[src/core/mmap_pkg.sv]
/*
  Package for the memory map and page arbiter: local and global map
  constants, page defaults, arbitration counts and master bus structs.
  Assumes a single 25 MHz system clock shared by all users.
*/
package mmap_pkg;

  // Local map boundaries.
  localparam logic [15:0] LOC_WIN_LO = 16'h8000;
  localparam logic [15:0] LOC_WIN_HI = 16'hbfff;
  localparam logic [15:0] LOC_FIX_LO = 16'hc000;
  localparam logic [15:0] LOC_DBG_LO = 16'hff00;
  localparam logic [15:0] LOC_DBG_WIN_LO = 16'hbf00;

  // Fixed pages for the unpaged 16 kbyte blocks, then the reset pages and the debug alias page.
  localparam logic [7:0] PAGE_BLK0 = 8'hfc;
  localparam logic [7:0] PAGE_BLK1 = 8'hfd;
  localparam logic [7:0] PAGE_FIX = 8'hff;
  localparam logic [7:0] PAGE_RESET = 8'hfe;
  localparam logic [7:0] PAGE_DBG_ALIAS = 8'hff;
  localparam logic [3:0] DBG_PAGE_RESET = 4'hf;

  // Global map.
  localparam logic [17:0] GLB_REG_HI = 18'h003ff;
  localparam logic [17:0] GLB_INFO_LO = 18'h00400;
  localparam logic [17:0] GLB_INFO_HI = 18'h0047f;
  localparam logic [17:0] GLB_HOLE_HI = 18'h007ff;
  localparam logic [17:0] GLB_RAM_LO = 18'h00800;
  localparam logic [17:0] GLB_FLASH_HI = 18'h3ffff;
  localparam logic [18:0] GLB_TOP_PLUS1 = 19'h40000;

  // Page index, map control and debug page register addresses in the register space.
  localparam logic [17:0] ADDR_PAGE_IDX = 18'h00030;
  localparam logic [17:0] ADDR_MAP_CTL = 18'h00033;
  localparam logic [17:0] ADDR_DBG_PAGE = 18'h00034;
  localparam int INFO_VIS_BIT = 0;

  // Debug starvation limit in cycles.
  localparam int STARVE_LIMIT = 128;

  typedef enum logic [2:0] {
    TGT_NONE,
    TGT_REG,
    TGT_INFO,
    TGT_RAM,
    TGT_FLASH,
    TGT_DEBUG
  } target_e;

  typedef struct packed {
    logic req;
    logic wr;
    logic word;
    logic [15:0] addr;
    logic [15:0] wdata;
  } master_req_s;

  typedef struct packed {
    logic req;
    logic wr;
    logic word;
    logic [17:0] addr;
    logic [15:0] wdata;
    logic master_dbg;
  } target_req_s;

endpackage

[src/core/memory_map_page_arbiter.sv]
/*
  Memory map, page expansion, illegal access detection and master
  arbitration for a CPU and a background debug master.
  Assumes both masters and the register port run on clk; masters hold a
  request until granted; the debug master never issues misaligned words.
*/
// Implementation choices: the strobed register port and the register addresses.
`timescale 1ns/10ps
module memory_map_page_arbiter #(
  parameter int RAM_SIZE = 2048,
  parameter int FLASH_SIZE = 32768,
  parameter int STARVE_CYCLES = mmap_pkg::STARVE_LIMIT
) (
  // Clock and reset.
  input wire logic clk,
  input wire logic resetn,
  // Mode and debug state.
  input wire logic single_chip,
  input wire logic debug_active,
  input wire logic debug_page_en,
  input wire logic debug_hw_cmd,
  input wire logic cpu_firmware,
  input wire logic debug_read_cycle,
  input wire logic debug_write_cycle,
  // CPU master.
  input wire mmap_pkg::master_req_s cpu_req,
  input wire logic cpu_op_done,
  output logic cpu_grant,
  output logic cpu_stall,
  output logic [15:0] cpu_rdata,
  // Debug master.
  input wire mmap_pkg::master_req_s dbg_req,
  output logic dbg_grant,
  output logic [15:0] dbg_rdata,
  // Far call and return from the CPU core.
  input wire logic call_start,
  input wire logic call_indirect,
  input wire logic [7:0] call_imm_page,
  input wire logic [7:0] call_mem_page,
  input wire logic rtc_start,
  input wire logic [7:0] stack_pull_data,
  output logic push_ret,
  output logic push_page,
  output logic [7:0] push_data,
  output logic pull_page,
  output logic pull_ret,
  output logic refill,
  output logic cpu_no_irq,
  // Target bus.
  output mmap_pkg::target_req_s tgt_req,
  output mmap_pkg::target_e tgt_sel,
  input wire logic [15:0] tgt_rdata,
  // Illegal access reset request.
  output logic illegal_reset
);

  localparam logic [18:0] RAM_HI_P1 = 19'(mmap_pkg::GLB_RAM_LO) + 19'(RAM_SIZE);
  localparam logic [18:0] FLASH_LO = mmap_pkg::GLB_TOP_PLUS1 - 19'(FLASH_SIZE);

  logic [7:0] page_reg;
  logic [3:0] dbg_page_reg;
  logic info_vis_reg;
  logic [7:0] starve_reg;
  logic starved_reg;
  logic seq_page_we;
  logic [7:0] seq_page_wdata;
  logic seq_busy;
  logic cpu_win;
  logic dbg_win;
  logic cpu_go;
  logic dbg_go;
  logic [17:0] cpu_gaddr;
  logic [17:0] dbg_gaddr;
  mmap_pkg::target_e cpu_tgt;
  mmap_pkg::target_e dbg_tgt;
  logic cpu_rd_pend_reg;
  logic dbg_rd_pend_reg;
  logic [7:0] reg_rdata_reg;
  logic reg_hit_reg;

  // Expand a local address to a global one with the given window page.
  function automatic logic [17:0] expand(input logic [15:0] la, input logic [7:0] pg);
    logic [7:0] p;
    p = page_sel(la, pg);
    // Registers, holes and RAM keep their own global address, else nothing could reach them.
    if (19'(la) < RAM_HI_P1) begin
      return {2'b00, la};
    end
    return {p[3:0], la[13:0]};
  endfunction

  function automatic logic [7:0] page_sel(input logic [15:0] la, input logic [7:0] pg);
    logic [7:0] r;
    r = mmap_pkg::PAGE_FIX;
    if (la < 16'h4000) begin
      r = mmap_pkg::PAGE_BLK0;
    end else if (la < mmap_pkg::LOC_WIN_LO) begin
      r = mmap_pkg::PAGE_BLK1;
    end else if (la <= mmap_pkg::LOC_WIN_HI) begin
      r = pg;
    end
    // Local 0xC000 and above always uses the fixed page.
    return r;
  endfunction

  // Is this local address a debug resource in active debug mode.
  function automatic logic debug_hit(input logic [15:0] la, input logic [7:0] pg);
    logic h;
    h = la >= mmap_pkg::LOC_DBG_LO;
    if (la >= mmap_pkg::LOC_DBG_WIN_LO && la <= mmap_pkg::LOC_WIN_HI &&
        pg == mmap_pkg::PAGE_DBG_ALIAS) begin
      h = 1'b1;
    end
    return h;
  endfunction

  // Decode a global address to a target.
  function automatic mmap_pkg::target_e decode(input logic [17:0] ga, input logic vis);
    mmap_pkg::target_e t;
    t = mmap_pkg::TGT_NONE;
    if (ga <= mmap_pkg::GLB_REG_HI) begin
      t = mmap_pkg::TGT_REG;
    end else if (ga <= mmap_pkg::GLB_INFO_HI) begin
      t = vis ? mmap_pkg::TGT_INFO : mmap_pkg::TGT_NONE;
    end else if (ga <= mmap_pkg::GLB_HOLE_HI) begin
      t = mmap_pkg::TGT_NONE;
    end else if (19'(ga) < RAM_HI_P1) begin
      t = mmap_pkg::TGT_RAM;
    end else if (19'(ga) >= FLASH_LO) begin
      t = mmap_pkg::TGT_FLASH;
    end
    return t;
  endfunction

  page_sequencer u_seq (
    .clk(clk),
    .resetn(resetn),
    .call_start(call_start),
    .call_indirect(call_indirect),
    .call_imm_page(call_imm_page),
    .call_mem_page(call_mem_page),
    .rtc_start(rtc_start),
    .stack_pull_data(stack_pull_data),
    .cur_page(page_reg),
    .page_we(seq_page_we),
    .page_wdata(seq_page_wdata),
    .push_ret(push_ret),
    .push_page(push_page),
    .push_data(push_data),
    .pull_page(pull_page),
    .pull_ret(pull_ret),
    .refill(refill),
    .busy(seq_busy)
  );

  // Address expansion. The debug page applies to debug work only.
  always_comb begin
    cpu_gaddr = expand(cpu_req.addr, page_reg);
    dbg_gaddr = expand(dbg_req.addr, page_reg);
    if (debug_page_en && (cpu_firmware || debug_hw_cmd) &&
        dbg_req.addr >= mmap_pkg::LOC_WIN_LO && dbg_req.addr <= mmap_pkg::LOC_WIN_HI) begin
      dbg_gaddr = {dbg_page_reg, dbg_req.addr[13:0]};
    end
    if (debug_page_en && cpu_firmware &&
        cpu_req.addr >= mmap_pkg::LOC_WIN_LO && cpu_req.addr <= mmap_pkg::LOC_WIN_HI) begin
      cpu_gaddr = {dbg_page_reg, cpu_req.addr[13:0]};
    end
  end

  // Target selection; debug resources only in debug cycles, hiding others.
  always_comb begin
    cpu_tgt = decode(cpu_gaddr, info_vis_reg);
    dbg_tgt = decode(dbg_gaddr, info_vis_reg);
    if (debug_active && (debug_read_cycle || debug_write_cycle) &&
        debug_hit(cpu_req.addr, page_reg)) begin
      cpu_tgt = mmap_pkg::TGT_DEBUG;
    end
    if (debug_active && (debug_read_cycle || debug_write_cycle) &&
        debug_hit(dbg_req.addr, page_reg)) begin
      dbg_tgt = mmap_pkg::TGT_DEBUG;
    end
  end

  // Arbitration: CPU first unless the debug master has starved.
  always_comb begin
    cpu_win = cpu_req.req && !(starved_reg && dbg_req.req);
    dbg_win = dbg_req.req && !cpu_win;
    cpu_go = cpu_win;
    dbg_go = dbg_win;
  end

  // Starvation counter for the debug master.
  always_ff @(posedge clk) begin
    if (!resetn) begin
      starve_reg <= 8'h00;
    end else if (!dbg_req.req || dbg_go) begin
      starve_reg <= 8'h00;
    end else if (32'(starve_reg) < STARVE_CYCLES) begin
      starve_reg <= starve_reg + 8'h01;
    end
  end

  // Takeover waits for the CPU's current operation to end.
  always_ff @(posedge clk) begin
    if (!resetn) begin
      starved_reg <= 1'b0;
    end else if (!dbg_req.req || dbg_go) begin
      starved_reg <= starved_reg && dbg_req.req && !dbg_go;
    end else if (32'(starve_reg) >= STARVE_CYCLES && cpu_op_done) begin
      starved_reg <= 1'b1;
    end
  end

  // Target bus drive, one master at a time.
  always_ff @(posedge clk) begin
    if (!resetn) begin
      tgt_req <= '0;
      tgt_sel <= mmap_pkg::TGT_NONE;
      cpu_grant <= 1'b0;
      dbg_grant <= 1'b0;
      cpu_stall <= 1'b0;
    end else begin
      cpu_grant <= cpu_go;
      dbg_grant <= dbg_go;
      cpu_stall <= cpu_req.req && !cpu_go;
      tgt_req <= '0;
      tgt_sel <= mmap_pkg::TGT_NONE;
      if (cpu_go) begin
        tgt_req <= {1'b1, cpu_req.wr, cpu_req.word, cpu_gaddr, cpu_req.wdata, 1'b0};
        tgt_sel <= cpu_tgt;
      end else if (dbg_go) begin
        // Misaligned debug words never arrive, so no split is done here.
        tgt_req <= {1'b1, dbg_req.wr, dbg_req.word, dbg_gaddr, dbg_req.wdata, 1'b1};
        tgt_sel <= dbg_tgt;
      end
    end
  end

  // Illegal access reset, a single pulse per offending CPU access.
  always_ff @(posedge clk) begin
    if (!resetn) begin
      illegal_reset <= 1'b0;
    end else begin
      illegal_reset <= cpu_go && single_chip && !cpu_firmware &&
                       cpu_tgt == mmap_pkg::TGT_NONE;
    end
  end

  // Page registers: bus writes and sequencer writes. Sequencer wins.
  always_ff @(posedge clk) begin
    if (!resetn) begin
      page_reg <= mmap_pkg::PAGE_RESET;
    end else if (seq_page_we) begin
      page_reg <= seq_page_wdata;
    end else if (cpu_go ? (cpu_req.wr && cpu_gaddr == mmap_pkg::ADDR_PAGE_IDX) :
                 (dbg_go && dbg_req.wr && dbg_gaddr == mmap_pkg::ADDR_PAGE_IDX)) begin
      page_reg <= cpu_go ? cpu_req.wdata[7:0] : dbg_req.wdata[7:0];
    end
  end

  always_ff @(posedge clk) begin
    if (!resetn) begin
      dbg_page_reg <= mmap_pkg::DBG_PAGE_RESET;
      info_vis_reg <= 1'b0;
    end else begin
      if (dbg_go && dbg_req.wr && dbg_gaddr == mmap_pkg::ADDR_DBG_PAGE) begin
        dbg_page_reg <= dbg_req.wdata[3:0];
      end
      if (cpu_go && cpu_req.wr && cpu_gaddr == mmap_pkg::ADDR_MAP_CTL) begin
        info_vis_reg <= cpu_req.wdata[mmap_pkg::INFO_VIS_BIT];
      end else if (dbg_go && dbg_req.wr && dbg_gaddr == mmap_pkg::ADDR_MAP_CTL) begin
        info_vis_reg <= dbg_req.wdata[mmap_pkg::INFO_VIS_BIT];
      end
    end
  end

  // Local register reads are captured with the request.
  always_ff @(posedge clk) begin
    if (!resetn) begin
      reg_rdata_reg <= 8'h00;
      reg_hit_reg <= 1'b0;
      cpu_rd_pend_reg <= 1'b0;
      dbg_rd_pend_reg <= 1'b0;
    end else begin
      cpu_rd_pend_reg <= cpu_go && !cpu_req.wr;
      dbg_rd_pend_reg <= dbg_go && !dbg_req.wr;
      reg_hit_reg <= 1'b0;
      reg_rdata_reg <= 8'h00;
      if (tgt_sel_local(cpu_go ? cpu_gaddr : dbg_gaddr) && (cpu_go || dbg_go)) begin
        reg_hit_reg <= 1'b1;
        reg_rdata_reg <= read_local(cpu_go ? cpu_gaddr : dbg_gaddr);
      end
    end
  end

  function automatic logic tgt_sel_local(input logic [17:0] ga);
    return ga == mmap_pkg::ADDR_PAGE_IDX || ga == mmap_pkg::ADDR_MAP_CTL ||
           ga == mmap_pkg::ADDR_DBG_PAGE;
  endfunction

  function automatic logic [7:0] read_local(input logic [17:0] ga);
    logic [7:0] d;
    d = 8'h00;
    if (ga == mmap_pkg::ADDR_PAGE_IDX) begin
      d = page_reg;
    end else if (ga == mmap_pkg::ADDR_MAP_CTL) begin
      d = {7'h00, info_vis_reg};
    end else if (ga == mmap_pkg::ADDR_DBG_PAGE) begin
      d = {4'h0, dbg_page_reg};
    end
    return d;
  endfunction

  // Read data return. CPU bytes arrive high-first and are swapped here;
  // the debug master takes the bus order unchanged.
  always_ff @(posedge clk) begin
    if (!resetn) begin
      cpu_rdata <= 16'h0000;
      dbg_rdata <= 16'h0000;
    end else begin
      if (cpu_rd_pend_reg) begin
        cpu_rdata <= reg_hit_reg ? {8'h00, reg_rdata_reg} :
                     {tgt_rdata[7:0], tgt_rdata[15:8]};
      end
      if (dbg_rd_pend_reg) begin
        dbg_rdata <= reg_hit_reg ? {8'h00, reg_rdata_reg} : tgt_rdata;
      end
    end
  end

  // Interrupts stay off for the whole far call or return run.
  always_ff @(posedge clk) begin
    if (!resetn) begin
      cpu_no_irq <= 1'b0;
    end else begin
      cpu_no_irq <= seq_busy || call_start || rtc_start;
    end
  end

  // No interrupt output exists on this block.

endmodule // memory_map_page_arbiter

[src/core/page_sequencer.sv]
/*
  Far-call and far-return page sequencer. Holds the save and restore
  steps for the program page index during those instructions.
  Assumes the CPU core pulses start strobes and accepts stack strobes
  one per cycle; interrupts are held off by cpu_no_irq during the run.
*/
`timescale 1ns/10ps
module page_sequencer (
  // Clock and reset.
  input wire logic clk,
  input wire logic resetn,
  // Commands from the core.
  input wire logic call_start,
  input wire logic call_indirect,
  input wire logic [7:0] call_imm_page,
  input wire logic [7:0] call_mem_page,
  input wire logic rtc_start,
  input wire logic [7:0] stack_pull_data,
  input wire logic [7:0] cur_page,
  // Results.
  output logic page_we,
  output logic [7:0] page_wdata,
  output logic push_ret,
  output logic push_page,
  output logic [7:0] push_data,
  output logic pull_page,
  output logic pull_ret,
  output logic refill,
  output logic busy
);

  typedef enum logic [2:0] {
    S_IDLE,
    S_C_RET,
    S_C_PAGE,
    S_C_JUMP,
    S_R_RET,
    S_R_WRITE,
    S_R_REFILL
  } seq_e;

  seq_e state_reg;
  logic [7:0] temp_reg;

  always_ff @(posedge clk) begin
    if (!resetn) begin
      state_reg <= S_IDLE;
    end else begin
      unique case (state_reg)
        S_IDLE: begin
          if (call_start) begin
            state_reg <= S_C_RET;
          end else if (rtc_start) begin
            state_reg <= S_R_RET;
          end
        end
        S_C_RET: state_reg <= S_C_PAGE;
        S_C_PAGE: state_reg <= S_C_JUMP;
        S_C_JUMP: state_reg <= S_IDLE;
        S_R_RET: state_reg <= S_R_WRITE;
        S_R_WRITE: state_reg <= S_R_REFILL;
        S_R_REFILL: state_reg <= S_IDLE;
      endcase
    end
  end

  // Temporary page: old page on call, pulled page on return.
  always_ff @(posedge clk) begin
    if (!resetn) begin
      temp_reg <= 8'h00;
    end else if (state_reg == S_IDLE && call_start) begin
      temp_reg <= cur_page;
    end else if (state_reg == S_IDLE && rtc_start) begin
      temp_reg <= stack_pull_data;
    end
  end

  always_ff @(posedge clk) begin
    if (!resetn) begin
      page_we <= 1'b0;
      page_wdata <= 8'h00;
      push_ret <= 1'b0;
      push_page <= 1'b0;
      push_data <= 8'h00;
      pull_page <= 1'b0;
      pull_ret <= 1'b0;
      refill <= 1'b0;
      busy <= 1'b0;
    end else begin
      page_we <= 1'b0;
      push_ret <= 1'b0;
      push_page <= 1'b0;
      pull_page <= 1'b0;
      pull_ret <= 1'b0;
      refill <= 1'b0;
      if (state_reg == S_IDLE && call_start) begin
        page_we <= 1'b1;
        page_wdata <= call_indirect ? call_mem_page : call_imm_page;
        busy <= 1'b1;
      end else if (state_reg == S_IDLE && rtc_start) begin
        pull_page <= 1'b1;
        busy <= 1'b1;
      end else if (state_reg == S_C_RET) begin
        push_ret <= 1'b1;
      end else if (state_reg == S_C_PAGE) begin
        push_page <= 1'b1;
        push_data <= temp_reg;
      end else if (state_reg == S_C_JUMP) begin
        refill <= 1'b1;
        busy <= 1'b0;
      end else if (state_reg == S_R_RET) begin
        pull_ret <= 1'b1;
      end else if (state_reg == S_R_WRITE) begin
        page_we <= 1'b1;
        page_wdata <= temp_reg;
      end else if (state_reg == S_R_REFILL) begin
        refill <= 1'b1;
        busy <= 1'b0;
      end
    end
  end

endmodule // page_sequencer

[config.mk]
export PLATFORM = sky130hd
export DESIGN_NAME = memory_map_page_arbiter
export DESIGN_NICKNAME = d
export VERILOG_FILES = /design/src/core/mmap_pkg.sv /design/src/core/memory_map_page_arbiter.sv /design/src/core/page_sequencer.sv
export SDC_FILE = /design/constraint.sdc
export NUM_CORES = 1
export LEC_CHECK = 0
export ABC_CLOCK_PERIOD_IN_PS = 2200
export BUFFER_PORTS_ARGS = -buffer_cell sky130_fd_sc_hd__clkbuf_2
export CAP_MARGIN = 20
export CORE_MARGIN = 1
export CORE_UTILIZATION = 46
export DETAILED_ROUTE_END_ITERATION = 8
export PLACE_DENSITY = 0.74
export SETUP_SLACK_MARGIN = 0.15
export SLEW_MARGIN = 20
export SYNTH_ARGS = -nofsm -noshare
export SYNTH_HDL_FRONTEND = slang
export SYNTH_HIERARCHICAL = 1
export SYNTH_SLANG_ARGS = --single-unit
[constraint.sdc]
create_clock -name clk -period 2.2 [get_ports clk]
set_input_delay 0.22 -clock clk [delete_from_list [all_inputs] [get_ports clk]]
set_output_delay 0.22 -clock clk [all_outputs]
set_load 0.05 [all_outputs]
==> impl_results.md <==
- Area of the multi-input gates: 0.003273 mm²
- CP Launch Type: flip-flop
- Worst vdd ir: 0.0004957 V
- Register-to-register setup slack: 0.28 ns
- GRT Overall Usage: 0.2383
- I/O pins: 214
- Largest register FFs: 38
- H-Tree Depth: 4
- GPL Wtd Cong: 0.8662
- CTS tree: built
- Core Area: 0.01345 mm²
- Terminus of the critical flop-to-flop path: page_reg[6]
- Fin nets: 1016
- Root Buffer: clkbuf_16
- Clock transition at the registers of the reported paths: 0.06 ns
- # port buffers: 213
- Number of max-cap violations: 0
- Tcrit/Tclk final: 0.8714
- Initial drt markers: 486
- Hold_sp: dbg_req[8]
- Hold endpoint: tgt_req[9]
- Clk_skew: 0.005060 ns
- Routed WL: 17390 µm
- WL per Instance: 16.10 µm
- Skew-Pair Late Insertion Delay: 0.42 ns
- Crit path time final: 1.917 ns
- Slack of the critical path: 0.2830 ns
- Final setup TNS: 0 ns
- Area grow syn2layout: 29.52%
- Synth Net Count: 800
- YS warnings: 6
- Filler cells: 1201
- Hold Vio Cnt, Final: 0
- Vias in the first global route: 5448
- Die Y: 120.3 µm
- Fraction of registers with async set/reset: 0
- CP top delay family: compound AO/OA/AOI/OAI gates
- Initial antenna violation count: 0
- Outcome: finished clean
- Synth Cell Area: 0.006435 mm²
- Grt total ovfl: 0
- Max FO, Critical Path: 11
- Commonest non-fill, non-tap cell in the layout: clkbuf_2
- Main flop type after synthesis: dfxtp_1
- DP Worst Slack: 0.1543 ns
- Most frequent cells in the layout: 213 x clkbuf_2, 145 x dfxtp_1, 50 x mux2i_1
- Initial Util: 0.4783
- Slew HR: 0.6667
- Register bit total from synthesis: 145
- DP Wirelength: 13110 µm
- Worst Tran Pin Value: 0.4999 ns
- Top Registers: tgt_req (38), cpu_rdata (16), dbg_rdata (16)
- Number of flops mapped to enable cells by yosys: 0
- CTS sink cnt: 145
- CTS max path bufs: 2
- Post-synthesis area per instance: 9.533 µm²
- # setup viols final: 0
- Top reg by flops: tgt_req
- Antenna cells: 0
- CP Capture Type: flip-flop
- FP Rows: 42
- Layout Cells excl Fill: 1080
- Share of cells above drive strength 1: 0.3374
- Total die area: 0.01447 mm²
- Yosys cell types: 80
- Via density: 5.390
- PwrDens: 829.8 mW/mm²
- Via count: 5821
- Largest net degree at the start of global routing: 37
- Required time of the critical path: 2.48 ns
- Horiz. Die Dim: 120.3 µm
- Detail Route Antenna Nets: 0
- Min-delay worst type: in -> reg
- Slew Limit Fails: 0
- Critical-path cell list: nor3_1, mux2_1, a21o_4, and4bb_1, o21ai_1, o311ai_1
- Cts bufs inserted: 17
- R2R depth: 6
- Gate Count Post-Synth: 675
- Critical path class: reg -> reg
- Register area: 0.002903 mm²
- Worst Path Buf+Inv: 0
- Max Fclk: 521.7 MHz
- Leak: 3.694 nW
- Placed insts: 1046
- Critical path data arrival time: 2.20 ns
- Register area share after synthesis: 0.4511
- Drt drc: 0
- # resized after CTS: 0
- Final Core Density: 0.6195
- RSZ-0062 raised after global routing: false
- Critical Path Slowest Stage Cell: dfxtp_1
- First-pass GRT wire length: 27080 µm
- Drt first pass iters: 5
- CP startpoint: page_reg[0]
- Total Power: 0.006915 W
- Crit path largest cell delay: 0.50 ns
- Worst flop-to-flop path startpoint: page_reg[0]
- Worst Hold Depth: 2
-- metal layers --
layer,part of all wire,GRT usage,up-vias
met5,0,0,-
met4,0.014,0.07562,0
met3,0.061,0.05142,19
met2,0.46,0.3790,230
met1,0.47,0.3220,2694
li1,-,-,2878
-- cell type report --
cell class	count	share of cell area
Clock buffer	21	0.05405
Clock inverter	11	0.01937
Inverter	14	0.006305
Multi-Input combinational cell	473	0.3927
Sequential cell	145	0.3483
Tap cell	176	0.02642
Timing Repair Buffer	240	0.1528
-- cell usage after synthesis, drive strengths merged (2+ instances only) --
master | count | area share
dfxtp | 145 | 0.45
o21ai | 52 | 0.042
mux2i | 50 | 0.078
a21oi | 46 | 0.036
nor2b | 45 | 0.044
nor2 | 43 | 0.025
nand2 | 39 | 0.024
a22o | 28 | 0.038
clkbuf | 26 | 0.015
nand3 | 21 | 0.016
buf | 17 | 0.017
inv | 14 | 0.0082
nor3 | 14 | 0.016
nor3b | 12 | 0.015
mux2 | 10 | 0.017
o211a | 10 | 0.016
o2bb2ai | 8 | 0.011
a21boi | 6 | 0.0076
nand4 | 6 | 0.0058
a211oi | 5 | 0.0086
and3 | 5 | 0.0049
xor2 | 5 | 0.0068
a22oi | 4 | 0.0047
nand2b | 4 | 0.0039
nor4 | 4 | 0.0039
o211ai | 4 | 0.0054
o311ai | 4 | 0.0054
and4 | 3 | 0.0041
a31o | 2 | 0.0041
a41oi | 2 | 0.0027
and2 | 2 | 0.0019
and4bb | 2 | 0.0039
ha | 2 | 0.0039
nor4b | 2 | 0.0037
o21a | 2 | 0.0025
o21ba | 2 | 0.0041
o31a | 2 | 0.0027
o31ai | 2 | 0.0023
or2 | 2 | 0.0019
or3 | 2 | 0.0019
or4b | 2 | 0.0031
-- cells by family after synthesis --
| kind of cell | count (synthesis) | share of synthesized area |
|---|---|---|
| buffers and inverters | 57 | 0.04064 |
| AOI/OAI and AO/OA | 190 | 0.2133 |
| DFF | 145 | 0.4511 |
| muxes | 60 | 0.09528 |
| xor gates and xnor gates | 6 | 0.008166 |
| adders and majority gates | 2 | 0.003888 |
| and+or+nand+nor | 215 | 0.1876 |
-- metrics by stage --
step                      cell area, µm²  hold WS [ns]
after floorplan                     6435        0.2916
after global placement              7702        0.4299
after detailed placement            7702        0.4317
after CTS                           8334     0.0002476
after global routing                8334      0.002141
final                               8334       0.01179
-- worst max path at each step --
stage	to	slack, ns	cells after the start
after global routing	page_reg[6]	0.18	6
after CTS	page_reg[6]	0.31	6
after global placement	page_reg[4]	0.24	6
final	page_reg[6]	0.28	6
after floorplan	page_reg[7]	0.43	7
after detailed placement	page_reg[6]	0.15	7
-- report_power, final --
group	switching (W)	internal [W]
clock	0.00104	0.00192
sequential	0.000105	0.00277
combinational	0.000685	0.000395
total	0.00183	0.00508
-- what timing repair did --
action / CTS / global route
setup buffers: 0 / 0
hold buffers: 2 / 0
endpoints found under the hold margin: 2 / 0
(Power assumes the default switching activity.)
